File: src/verilog/ckdoc_pkg.sv
// Package for the clock divider and oscillator control block.
// Assumes a single 125 MHz system clock and an AXI4-Lite register bus.
package ckdoc_pkg;
	// Register byte offsets
	localparam logic [3:0] CKDOC_OFS_PRESCALE = 4'h0;
	localparam logic [3:0] CKDOC_OFS_CPUCTL = 4'h4;
	localparam logic [3:0] CKDOC_OFS_SLOWOSC = 4'h8;
	localparam logic [3:0] CKDOC_OFS_STAB = 4'hC;
	// Reset values
	localparam logic [1:0] CKDOC_RST_PRESCALE = 2'h0;
	localparam logic CKDOC_RST_CPUDIV = 1'b0;
	localparam logic CKDOC_RST_SLOWSTOP = 1'b0;
	localparam logic [1:0] CKDOC_RST_STAB = 2'h0;
	// Field positions
	localparam int CKDOC_POS_CPUDIV = 1;
	localparam int CKDOC_POS_SLOWSTOP = 0;
	// Stabilization wait exponents of 2, in system clock periods
	localparam int CKDOC_STAB_EXP0 = 10;
	localparam int CKDOC_STAB_EXP1 = 12;
	localparam int CKDOC_STAB_EXP2 = 15;
	localparam int CKDOC_STAB_EXP3 = 17;
	localparam int CKDOC_STAB_W = 18;
	// Divider counter width, reaches divide by 16
	localparam int CKDOC_DIV_W = 4;
	localparam logic [1:0] CKDOC_RESP_OKAY = 2'h0;
	localparam logic [1:0] CKDOC_RESP_SLVERR = 2'h2;
	// System clock source chosen by the option setting
	typedef enum logic [1:0] {
		CKDOC_SRC_HS_INT = 2'h0,
		CKDOC_SRC_RESONATOR = 2'h1,
		CKDOC_SRC_EXT = 2'h2
	} ckdoc_src_type;
	typedef enum logic [1:0] {
		CKDOC_ST_RUN = 2'h0,
		CKDOC_ST_STOP = 2'h1,
		CKDOC_ST_WAIT = 2'h3
	} ckdoc_state_type;
endpackage

File: src/verilog/ckdoc_ratio_if.sv
// Carries the selected ratio and the decoded divisors from decode to divider.
// Assumes the same clock on both sides.
`timescale 1ns/10ps
interface ckdoc_ratio_if;
	logic [2:0] sel;
	logic [3:0] cpu_div;
	logic [3:0] per_div;
	logic legal;
	modport decoder(input sel, output cpu_div, output per_div, output legal);
	modport user(output sel, input cpu_div, input per_div, input legal);
endinterface

File: src/verilog/ckdoc_ratio_dec.sv
// Ratio decoder: maps the three select bits to cpu and peripheral divisors.
// Assumes only the codes 000 to 101 are legal.
`timescale 1ns/10ps
module ckdoc_ratio_dec
	import ckdoc_pkg::*;
(
	ckdoc_ratio_if.decoder rif // Ratio select and divisors
);
	// Ratio table
	// Divide by 16 does not fit four bits and is coded as 0
	assign rif.cpu_div = (rif.sel == 3'h0) ? 4'h1 :
		(rif.sel == 3'h1) ? 4'h4 :
		(rif.sel == 3'h2) ? 4'h2 :
		(rif.sel == 3'h3) ? 4'h8 :
		(rif.sel == 3'h4) ? 4'h4 : 4'h0;
	assign rif.per_div = (rif.sel == 3'h0) ? 4'h1 :
		(rif.sel == 3'h1) ? 4'h1 :
		(rif.sel == 3'h2) ? 4'h2 :
		(rif.sel == 3'h3) ? 4'h2 : 4'h4;
	assign rif.legal = (rif.sel <= 3'h5);
endmodule // ckdoc_ratio_dec

File: src/verilog/ckdoc_div.sv
// Clock-enable divider: one pulse every div cycles of the system clock.
// Assumes div is a power of two up to 16, with 0 standing for 16.
`timescale 1ns/10ps
module ckdoc_div
	import ckdoc_pkg::*;
(
	input wire logic clk_sys, // System clock
	input wire logic reset, // Async reset, active high
	input wire logic ce, // Clock enable
	input wire logic [3:0] div, // Divisor, 1 to 16 (0 means 16)
	output logic pulse // One-cycle enable at each divided edge
);
	logic [CKDOC_DIV_W-1:0] cnt_reg;
	// Every instance counts in lockstep from reset, so the edges of all ratios line up
	// and a ratio change cuts a period short, by one cycle, only when it leaves a divisor of 1
	wire logic [CKDOC_DIV_W-1:0] mask = div - 4'h1;
	wire logic wrap = ((cnt_reg & mask) == mask);
	always_ff @(posedge clk_sys or posedge reset) begin
		if (reset) begin
			cnt_reg <= '0;
			pulse <= 1'b0;
		end else if (ce) begin
			cnt_reg <= cnt_reg + 4'h1;
			pulse <= wrap;
		end
	end
endmodule // ckdoc_div

File: src/verilog/ckdoc_top.sv
// Clock divider and oscillator control block with an AXI4-Lite register slave.
// Assumes option settings are static inputs; divided clocks leave as enables.
//
// Design decisions made here: the placing of the registers and register access over AXI4-Lite.
`timescale 1ns/10ps
module ckdoc_top
	import ckdoc_pkg::*;
(
	input wire logic clk_sys, // 125 MHz system clock
	input wire logic reset, // Async reset, active high
	input wire logic ce, // Clock enable, freezes state when low
	input wire logic [1:0] sys_src, // Option setting: system clock source
	input wire logic slow_osc_soft_stop_allow, // Option setting: slow osc may stop
	input wire logic slow_osc_clk, // Slow oscillator raw clock
	input wire logic wdt_stop_req, // Watchdog asks to stop
	input wire logic wdt_sysclk_req, // Watchdog asks for system clock
	input wire logic stop_mode, // STOP mode active
	input wire logic stop_release, // Pulse: STOP mode release
	output logic cpu_clk_en, // CPU clock enable pulse
	output logic per_clk_en, // Peripheral clock enable pulse
	output logic slow_osc_run, // Slow oscillator enable
	output logic wdt_clk, // Watchdog clock
	output logic wdt_stopped, // Watchdog stop honoured
	output logic tmh_clk, // Interval timer clock
	output logic stab_busy, // Stabilization wait under way
	input wire logic [31:0] s_axi_awaddr, // AXI write address
	input wire logic s_axi_awvalid, // AXI write address valid
	output logic s_axi_awready, // AXI write address ready
	input wire logic [31:0] s_axi_wdata, // AXI write data
	input wire logic [3:0] s_axi_wstrb, // AXI write strobes
	input wire logic s_axi_wvalid, // AXI write data valid
	output logic s_axi_wready, // AXI write data ready
	output logic [1:0] s_axi_bresp, // AXI write response
	output logic s_axi_bvalid, // AXI write response valid
	input wire logic s_axi_bready, // AXI write response ready
	input wire logic [31:0] s_axi_araddr, // AXI read address
	input wire logic s_axi_arvalid, // AXI read address valid
	output logic s_axi_arready, // AXI read address ready
	output logic [31:0] s_axi_rdata, // AXI read data
	output logic [1:0] s_axi_rresp, // AXI read response
	output logic s_axi_rvalid, // AXI read valid
	input wire logic s_axi_rready // AXI read ready
);
	logic [1:0] prescale_reg;
	logic cpu_div_sel_reg;
	logic slow_stop_reg;
	logic [1:0] stab_reg;
	logic [2:0] ratio_reg;
	logic aw_held_reg;
	logic w_held_reg;
	logic [3:0] awaddr_reg;
	logic [31:0] wdata_reg;
	logic wstrb0_reg;
	ckdoc_state_type state_reg;
	ckdoc_state_type state_next;
	logic [CKDOC_STAB_W-1:0] stab_cnt_reg;
	logic [CKDOC_STAB_W-1:0] stab_cnt_next;

	ckdoc_ratio_if rif();
	// Applied select bits from ratio_reg, high middle low
	assign rif.sel = ratio_reg;
	ckdoc_ratio_dec u_dec (
		.rif(rif.decoder)
	);

	wire logic cpu_pulse;
	wire logic per_pulse;
	wire logic bound_pulse;
	ckdoc_div u_cpu_div (
		.clk_sys(clk_sys),
		.reset(reset),
		.ce(ce),
		.div(rif.cpu_div),
		.pulse(cpu_pulse)
	);
	ckdoc_div u_per_div (
		.clk_sys(clk_sys),
		.reset(reset),
		.ce(ce),
		.div(rif.per_div),
		.pulse(per_pulse)
	);
	// Boundary tick of the slowest ratio, divide by 16, times the ratio swap for both dividers
	ckdoc_div u_bound (
		.clk_sys(clk_sys),
		.reset(reset),
		.ce(ce),
		.div(4'h0),
		.pulse(bound_pulse)
	);

	wire logic [2:0] req_sel = {prescale_reg, cpu_div_sel_reg};
	// Prohibited codes are never loaded; the last legal ratio is kept
	wire logic req_legal = (req_sel <= 3'h5);

	// Ratio swap only at the slowest clock boundary
	always_ff @(posedge clk_sys or posedge reset) begin
		if (reset) begin
			ratio_reg <= 3'h0;
		end else if (ce && bound_pulse && req_legal) begin
			ratio_reg <= req_sel;
		end
	end

	// Outputs are registered enables, gated during STOP
	always_ff @(posedge clk_sys or posedge reset) begin
		if (reset) begin
			cpu_clk_en <= 1'b0;
			per_clk_en <= 1'b0;
		end else if (ce) begin
			cpu_clk_en <= cpu_pulse && (state_reg == CKDOC_ST_RUN);
			per_clk_en <= per_pulse && (state_reg == CKDOC_ST_RUN);
		end
	end

	// Stop honoured only when the option allows it
	wire logic slow_run_next = !(slow_stop_reg && slow_osc_soft_stop_allow);
	// Watchdog stop or sysclk needs the soft-stop option
	wire logic wdt_sys_ok = wdt_sysclk_req && slow_osc_soft_stop_allow;
	wire logic wdt_stop_ok = wdt_stop_req && slow_osc_soft_stop_allow;
	// Slow oscillator feeds watchdog and interval timer
	wire logic slow_gated = slow_osc_clk && slow_osc_run;
	wire logic wdt_clk_next = wdt_stop_ok ? 1'b0 : (wdt_sys_ok ? cpu_pulse : slow_gated);

	always_ff @(posedge clk_sys or posedge reset) begin
		if (reset) begin
			slow_osc_run <= 1'b1;
			wdt_clk <= 1'b0;
			tmh_clk <= 1'b0;
			wdt_stopped <= 1'b0;
		end else if (ce) begin
			slow_osc_run <= slow_run_next;
			wdt_clk <= wdt_clk_next;
			tmh_clk <= slow_gated;
			wdt_stopped <= wdt_stop_ok;
		end
	end

	// Wait length from the two-bit select
	wire logic [CKDOC_STAB_W-1:0] stab_len =
		(stab_reg == 2'h0) ? CKDOC_STAB_W'(1 << CKDOC_STAB_EXP0) :
		(stab_reg == 2'h1) ? CKDOC_STAB_W'(1 << CKDOC_STAB_EXP1) :
		(stab_reg == 2'h2) ? CKDOC_STAB_W'(1 << CKDOC_STAB_EXP2) :
		CKDOC_STAB_W'(1 << CKDOC_STAB_EXP3);
	wire logic needs_wait = (sys_src == CKDOC_SRC_RESONATOR);

	always_comb begin
		state_next = state_reg;
		stab_cnt_next = stab_cnt_reg;
		unique case (state_reg)
			CKDOC_ST_RUN: begin
				if (stop_mode) begin
					state_next = CKDOC_ST_STOP;
				end
			end
			CKDOC_ST_STOP: begin
				if (stop_release && needs_wait) begin
					state_next = CKDOC_ST_WAIT;
					stab_cnt_next = stab_len - 18'h1;
				end else if (stop_release) begin
					state_next = CKDOC_ST_RUN;
				end
			end
			CKDOC_ST_WAIT: begin
				if (stab_cnt_reg == '0) begin
					state_next = CKDOC_ST_RUN;
				end else begin
					stab_cnt_next = stab_cnt_reg - 18'h1;
				end
			end
			default: begin
				state_next = CKDOC_ST_RUN;
			end
		endcase
	end

	always_ff @(posedge clk_sys or posedge reset) begin
		if (reset) begin
			state_reg <= CKDOC_ST_RUN;
			stab_cnt_reg <= '0;
			stab_busy <= 1'b0;
		end else if (ce) begin
			state_reg <= state_next;
			stab_cnt_reg <= stab_cnt_next;
			stab_busy <= (state_next == CKDOC_ST_WAIT);
		end
	end

	// AXI4-Lite write: address and data taken in either order
	wire logic aw_take = s_axi_awvalid && s_axi_awready;
	wire logic w_take = s_axi_wvalid && s_axi_wready;
	wire logic have_aw = aw_held_reg || aw_take;
	wire logic have_w = w_held_reg || w_take;
	wire logic wr_go = have_aw && have_w && !s_axi_bvalid;
	wire logic [3:0] wr_addr = aw_held_reg ? awaddr_reg : s_axi_awaddr[3:0];
	wire logic [31:0] wr_data = w_held_reg ? wdata_reg : s_axi_wdata;
	wire logic wr_lane0 = w_held_reg ? wstrb0_reg : s_axi_wstrb[0];
	wire logic wr_hit = (wr_addr == CKDOC_OFS_PRESCALE) || (wr_addr == CKDOC_OFS_CPUCTL) ||
		(wr_addr == CKDOC_OFS_SLOWOSC) || (wr_addr == CKDOC_OFS_STAB);
	wire logic wr_upper_ok = (s_axi_awaddr[31:4] == '0) || aw_held_reg;
	wire logic wr_en = wr_go && wr_lane0;

	always_ff @(posedge clk_sys or posedge reset) begin
		if (reset) begin
			aw_held_reg <= 1'b0;
			w_held_reg <= 1'b0;
			awaddr_reg <= 4'h0;
			wdata_reg <= 32'h0;
			wstrb0_reg <= 1'b0;
			s_axi_awready <= 1'b0;
			s_axi_wready <= 1'b0;
			s_axi_bvalid <= 1'b0;
			s_axi_bresp <= CKDOC_RESP_OKAY;
		end else if (ce) begin
			if (aw_take) begin
				awaddr_reg <= (s_axi_awaddr[31:4] == '0) ? s_axi_awaddr[3:0] : 4'h2;
			end
			if (w_take) begin
				wdata_reg <= s_axi_wdata;
				wstrb0_reg <= s_axi_wstrb[0];
			end
			aw_held_reg <= have_aw && !wr_go;
			w_held_reg <= have_w && !wr_go;
			s_axi_awready <= !have_aw && !s_axi_awready && !s_axi_bvalid;
			s_axi_wready <= !have_w && !s_axi_wready && !s_axi_bvalid;
			if (wr_go) begin
				s_axi_bvalid <= 1'b1;
				s_axi_bresp <= (wr_hit && wr_upper_ok) ? CKDOC_RESP_OKAY : CKDOC_RESP_SLVERR;
			end else if (s_axi_bready) begin
				s_axi_bvalid <= 1'b0;
			end
		end
	end

	// Unused bits are not stored and read as zero
	always_ff @(posedge clk_sys or posedge reset) begin
		if (reset) begin
			prescale_reg <= CKDOC_RST_PRESCALE;
			cpu_div_sel_reg <= CKDOC_RST_CPUDIV;
			slow_stop_reg <= CKDOC_RST_SLOWSTOP;
			stab_reg <= CKDOC_RST_STAB;
		end else if (ce && wr_en && wr_upper_ok) begin
			if (wr_addr == CKDOC_OFS_PRESCALE) begin
				prescale_reg <= wr_data[1:0];
			end
			if (wr_addr == CKDOC_OFS_CPUCTL) begin
				cpu_div_sel_reg <= wr_data[CKDOC_POS_CPUDIV];
			end
			if (wr_addr == CKDOC_OFS_SLOWOSC) begin
				slow_stop_reg <= wr_data[CKDOC_POS_SLOWSTOP];
			end
			if (wr_addr == CKDOC_OFS_STAB) begin
				stab_reg <= wr_data[1:0];
			end
		end
	end

	// AXI4-Lite read
	wire logic [3:0] rd_addr = s_axi_araddr[3:0];
	wire logic rd_hit = (s_axi_araddr[31:4] == '0) &&
		((rd_addr == CKDOC_OFS_PRESCALE) || (rd_addr == CKDOC_OFS_CPUCTL) ||
		(rd_addr == CKDOC_OFS_SLOWOSC) || (rd_addr == CKDOC_OFS_STAB));
	wire logic [31:0] rd_data =
		(rd_addr == CKDOC_OFS_PRESCALE) ? {29'h0, ratio_reg == req_sel, prescale_reg} :
		(rd_addr == CKDOC_OFS_CPUCTL) ? {30'h0, cpu_div_sel_reg, 1'b0} :
		(rd_addr == CKDOC_OFS_SLOWOSC) ? {30'h0, slow_osc_run, slow_stop_reg} :
		{29'h0, stab_busy, stab_reg};
	wire logic ar_take = s_axi_arvalid && s_axi_arready;

	always_ff @(posedge clk_sys or posedge reset) begin
		if (reset) begin
			s_axi_arready <= 1'b0;
			s_axi_rvalid <= 1'b0;
			s_axi_rdata <= 32'h0;
			s_axi_rresp <= CKDOC_RESP_OKAY;
		end else if (ce) begin
			s_axi_arready <= s_axi_arvalid && !s_axi_arready && !s_axi_rvalid;
			if (ar_take) begin
				s_axi_rvalid <= 1'b1;
				s_axi_rdata <= rd_hit ? rd_data : 32'h0;
				s_axi_rresp <= rd_hit ? CKDOC_RESP_OKAY : CKDOC_RESP_SLVERR;
			end else if (s_axi_rready) begin
				s_axi_rvalid <= 1'b0;
			end
		end
	end
endmodule // ckdoc_top

File: config.mk
export PLATFORM = sky130hd
export DESIGN_NAME = ckdoc_top
export DESIGN_NICKNAME = d
export VERILOG_FILES = /design/src/verilog/ckdoc_pkg.sv /design/src/verilog/ckdoc_ratio_if.sv /design/src/verilog/ckdoc_ratio_dec.sv /design/src/verilog/ckdoc_div.sv /design/src/verilog/ckdoc_top.sv
export SDC_FILE = /design/constraint.sdc
export NUM_CORES = 1
export LEC_CHECK = 0
export ABC_AREA = 1
export BUFFER_PORTS_ARGS = -buffer_cell sky130_fd_sc_hd__buf_2
export CAP_MARGIN = 20
export CORE_UTILIZATION = 50
export DETAILED_ROUTE_END_ITERATION = 16
export GPL_TIMING_DRIVEN = 0
export PLACE_DENSITY = 0.85
export SLEW_MARGIN = 30
export SYNTH_ARGS = -nofsm -noshare
export SYNTH_HDL_FRONTEND = slang
export SYNTH_SLANG_ARGS = --single-unit
File: constraint.sdc
create_clock -name clk_sys -period 2.4 [get_ports clk_sys]
set_input_delay 0.48 -clock clk_sys [delete_from_list [all_inputs] [get_ports clk_sys]]
set_output_delay 0.48 -clock clk_sys [all_outputs]
set_load 0.01 [all_outputs]
# Word-level counts from Yosys, hierarchy flattened
# Cells that the tools add are included.
[classes]
n_bitwise = 2
n_lt_le_gt_ge = 1
n_eq_ne = 22
addsub = 7
n_reduce_logical = 67
muxes = 36
[ops]
columns = ["op", "count"]
rows = [
  ["2-to-1 mux 18 bit", 5],
  ["zero test 28 bit", 2],
  ["2-to-1 mux 4 bit", 9],
  ["case mux 18 bit (2 select lines)", 1],
  ["subtractor 18 x 1 -> 18 bit, second input constant", 2],
  ["logical AND 1 bit", 27],
  ["== test 4 bit, second input constant", 5],
  ["AND reduction 2 bit", 10],
  ["zero test 18 bit", 1],
  ["2-to-1 mux 3 bit", 6],
  ["2-to-1 mux 2 bit", 7],
  ["adder 4 x 1 -> 4 bit, second input constant", 3],
  ["zero test 1 bit", 9],
  ["logical OR 1 bit", 9],
  ["AND 4 bit", 2],
  ["== test 4 x 3 -> 1 bit, second input constant", 2],
  ["== test 4 bit", 2],
  ["zero test 4 bit", 2],
  ["subtractor 4 x 1 -> 4 bit, second input constant", 2],
  ["2-to-1 mux 1 bit", 7],
  ["== test 2 x 1 -> 1 bit, second input constant", 3],
  ["== test 2 bit, second input constant", 3],
  ["== test 3 x 2 -> 1 bit, second input constant", 2],
  ["case mux 2 bit (3 select lines)", 1],
  ["9 further kinds", 13],
]
[word_totals]
out_inout_bits = 48
word_cells = 168
reg_bits = 101
inputBits = 116

# Logic depth before layout (Yosys ltp)
[depth]
depth_word = 9
ltp_mapped = 13
mapped_depth_nobuf = 12

# Modules after synthesis
# Synthesis repeated with hierarchy kept, for this count alone.
[hier_totals]
cells_unflattened = 670
area_unflattened_um2 = 4665.7
[modules_own_cells]
columns = ["mod", "instances", "seq_area_each_um2", "area_each_um2", "cells_per_inst"]
rows = [
  ["ckdoc_top", 1, 1377.6, 3681.0, 531],
  ["ckdoc_div", 3, 125.1, 305.3, 41],
  ["ckdoc_ratio_dec", 1, 0.0, 68.8, 16],
]

# Least setup slack after synthesis
# No wires, ideal clock.
[synth_path]
kind = "register -> register"
from = "register state_reg[1]"
to = "register stab_cnt_reg[10]"
n_path_buf = 1
required_ps = 2284
arrival_ps = 1477
synth_period_minus_slack_ps = 1593
path_stages_with_launch = 12
slack_ps = 807
setup_time_ps = 116
path_cell_list = "dfrtp_1 nand2_2 inv_2 buf_6 nand2_1 ha_1 nand2_2 nor2_4 nand2_1 xnor2_1 nand2_1 nand2_1"
[synth_between]
elab_chain_len = 3
[synth_rtl]
columns = ["element", "line_no", "source"]
rows = [
  ["from (decl)", "ckdoc_top.sv:54", "ckdoc_state_type state_reg;"],
  ["from (signal assigned)", "ckdoc_top.sv:183", "state_reg <= state_next;"],
  ["== test 2 bit / == test 2 x 1 -> 1 bit (equally long branches)", "ckdoc_top.sv:150", "unique case (state_reg)"],
  ["inequality test 2 bit (no source line) / nonzero test 2 bit (equally long branches)", "--", ""],
  ["AND reduction 4 bit (no source line)", "--", ""],
  ["to (signal assigned)", "ckdoc_top.sv:184", "stab_cnt_reg <= stab_cnt_next;"],
  ["to (decl)", "ckdoc_top.sv:56", "logic [CKDOC_STAB_W-1:0] stab_cnt_reg;"],
]
# Parallel ways exist; a longest one is shown, timed or not.
# A chain may end at the register's enable or synchronous reset.

# Worst setup path in the final report
[layout_path]
from = "register state_reg[1]"
to = "register stab_cnt_reg[14]"
# The elaborated chain is that of the path after synthesis.

==> impl_metrics.toml <==
[timing]
rsz0062_at_grt = "no"
clock_skew_ns = 0.0103
fmax_mhz = 540
max_slew_margin_pct = 62.4
worst_slew_pin_slew_ns = 0.565
period_share_pct = 77.2
final_max_slew_viol_count = 0
finalSetupViolations = 0
finalHoldViolCount = 0
min_period_ns = 1.85
hold_ws_ns = 0.0510

[clock_network]
numCtsBuffers = 9
clock_path_buffers = 2
h-tree-depth = 3
clkTransAtPathRegs_ns = 0.07
clock-sinks = 69
ctsResizeCount = 0
cts_root_buffer = "clkbuf_8"
cts_tree = "built"
post-cts-setup-buffer-count = 0
clock_latency_ns = 0.37
ctsHoldBuffers = 0

[worst_setup_path]
cp.arrival_ns = 2.10
critPathMaxFanout = 10
cp-end-kind = "register"
required_ns = 2.65
cp-start-kind = "register"
crit_type = "reg2reg"

[synthesis]
synth_top_area_cell = "dfrtp_1"
ys_ff_latch = 69
ys_types = 42
synth.avg_cell_area_um2 = 7.30
yosysTopAreaCellShare_pct = 39.4
synth-async-reset-ratio_pct = 100
seq_area_frac_synth_pct = 40.0
netlist_area_mm2 = 0.00432
syn_inst = 591
synth_warnings = 0
yosys-top-cells-area = "dfrtp_1 (39%), nand2_1 (14%), nor2_1 (7.3%), buf_4 (5.6%), nand3_1 (5.0%)"
synth-edff-count = 0
yosys_most_used_dff = "dfrtp_1"

[status]
status = "finished, final reports clean"

[cells_and_area]
antenna_cells = 0
fill_cells = 724
area_growth_pct = 23.1
final_common_cell = "nand2_1"
layout_common_cells = "nand2_1 (161), buf_2 (105), nor2_1 (84), dfrtp_1 (68), inv_1 (54)"
fin_cells = 842
utilization_pct = 64.0
largest_register_ffs = 18
drive_above_1_share_pct = 25.5
nNetsFinal = 853

[detailed_routing]
drcViolationCount = 0
drtPass1Iterations = 5
drt_wl_total_um = 10300
route.vias.total = 4139
wl_per_cell_um = 12.2
drtAntennaViolNets = 0
via_per_inst = 4.92
drt_iter0_markers = 208

[grt]
antenna_found_initial = 0
grt_max_degree = 53
grt_pass1_wl_um = 17000
grt_usage_pct = 24.8
grt_pass1_vias = 3880
overflow = 0

[floorplanning]
pin_count = 164
core_area_mm2 = 0.00830
rows = 33
die_h_um = 94.9
die_x_um = 94.9
dieArea_mm2 = 0.00901
start_util_pct = 52.0

[placed_design]
dp_cells = 826
gp_congestion = 0.892
numPortBuffers = 99
dp_hpwl_um = 7970

[power_and_ir_drop]
p_per_area_mw_per_mm2 = 1020
ir_worst_vdd_mv = 0.639
leakage_nw = 2.86

[flow_run]
maxCapViolCount = 0

[worst_hold_path]
holdCritPathClass = "in2async"
==> worst paths after layout <==
| check | startpoint | endpoint | slack (ns) | cells past startpoint |
|---|---|---|---|---|
| max | state_reg[1] | stab_cnt_reg[14] | 0.55 | 12 |
| max in group asynchronous | reset | slow_osc_run | 1.80 | 3 |
| min in group clk_sys | slow_osc_soft_stop_allow | slow_osc_run | 0.30 | 2 |
| min reg2reg | s_axi_rdata[0] | s_axi_rdata[0] | 0.48 | 2 |
| min | reset | stab_cnt_reg[2] | 0.05 | 2 |
| max reg2reg | state_reg[1] | stab_cnt_reg[14] | 0.55 | 12 |
==> cell families after synthesis <==
| logic type | count (synthesis) | share of synthesized area, % |
|---|---|---|
| multiplexers | 1 | 0.261 |
| buffers and inverters | 104 | 12.7 |
| flip-flops | 69 | 40.0 |
| AND/OR/NAND/NOR | 325 | 32.6 |
| AO/OA/AOI/OAI | 68 | 9.16 |
| other | 1 | 0.0869 |
| XOR/XNOR | 18 | 3.65 |
| adder cells (fa/ha/maj) | 5 | 1.45 |
==> stage by stage <==
stage	TNS (ns)	setup slack (ns)	total power [W]	instance area [um2]
2_1_floorplan	0	0.182	0.00372	4430
3_5_place_dp	0	0.523	0.00435	5080
5_1_grt	0	0.414	0.00589	5310
6_report	0	0.546	0.00543	5310
4_1_cts	0	0.557	0.00545	5310
3_3_place_gp	-45.72	-0.675	0.00425	5050
==> worst max-delay path, cell delays in order, from the launching register on <==
cell	delay (ns)
dfrtp_1	0.44
nand2_2	0.16
inv_2	0.06
buf_6	0.14
nand2_1	0.09
ha_1	0.20
nand2_2	0.12
nor2_4	0.19
nand3_1	0.10
nand2_1	0.07
nand2_1	0.05
nand2_1	0.07
nand2_1	0.06
==> cell usage after synthesis, types with 5 or more instances <==
| cell type | n |
|---|---|
| a21oi_1 | 8 |
| buf_4 | 32 |
| o21ai_1 | 6 |
| xnor2_1 | 6 |
| nand4_1 | 12 |
| o21ai_0 | 34 |
| nand2_2 | 7 |
| o31ai_1 | 7 |
| inv_2 | 5 |
| nor2_1 | 84 |
| dfrtp_1 | 68 |
| nand3_1 | 43 |
| ha_1 | 5 |
| xor2_1 | 12 |
| buf_2 | 6 |
| nand2_1 | 161 |
| inv_1 | 55 |
==> area by class of cell <==
type                    count  area, um2  area share, %
plain buffers              44        323           6.08
clock buffers              11        141           2.66
clock inverters             5       83.8           1.58
inverters                  60        228           4.29
multi-input cells         448       2150           40.5
flip-flops and latches     69       1730           32.5
well taps                 105        131           2.47
repair buffers            100        523           9.85
==> where the power goes <==
group / total, W / internal, W / switching [W]
Clock: 0.00108 / 0.000615 / 0.000466
Combinational: 0.00240 / 0.000923 / 0.00147
Sequential: 0.00196 / 0.00158 / 0.000381
Total: 0.00543 / 0.00311 / 0.00232
==> layer usage <==
metal / share of wire (%) / wire [um] / up-vias / GRT usage [%]
met5: 0 / 0 / - / 0
met4: 2.4 / 243 / 0 / 10.7
met3: 6.7 / 685 / 22 / 4.99
met2: 49 / 5100 / 129 / 43.4
met1: 42 / 4280 / 1879 / 29.2
li1: - / - / 2109 / -
Power figures use the tool's default switching activity.
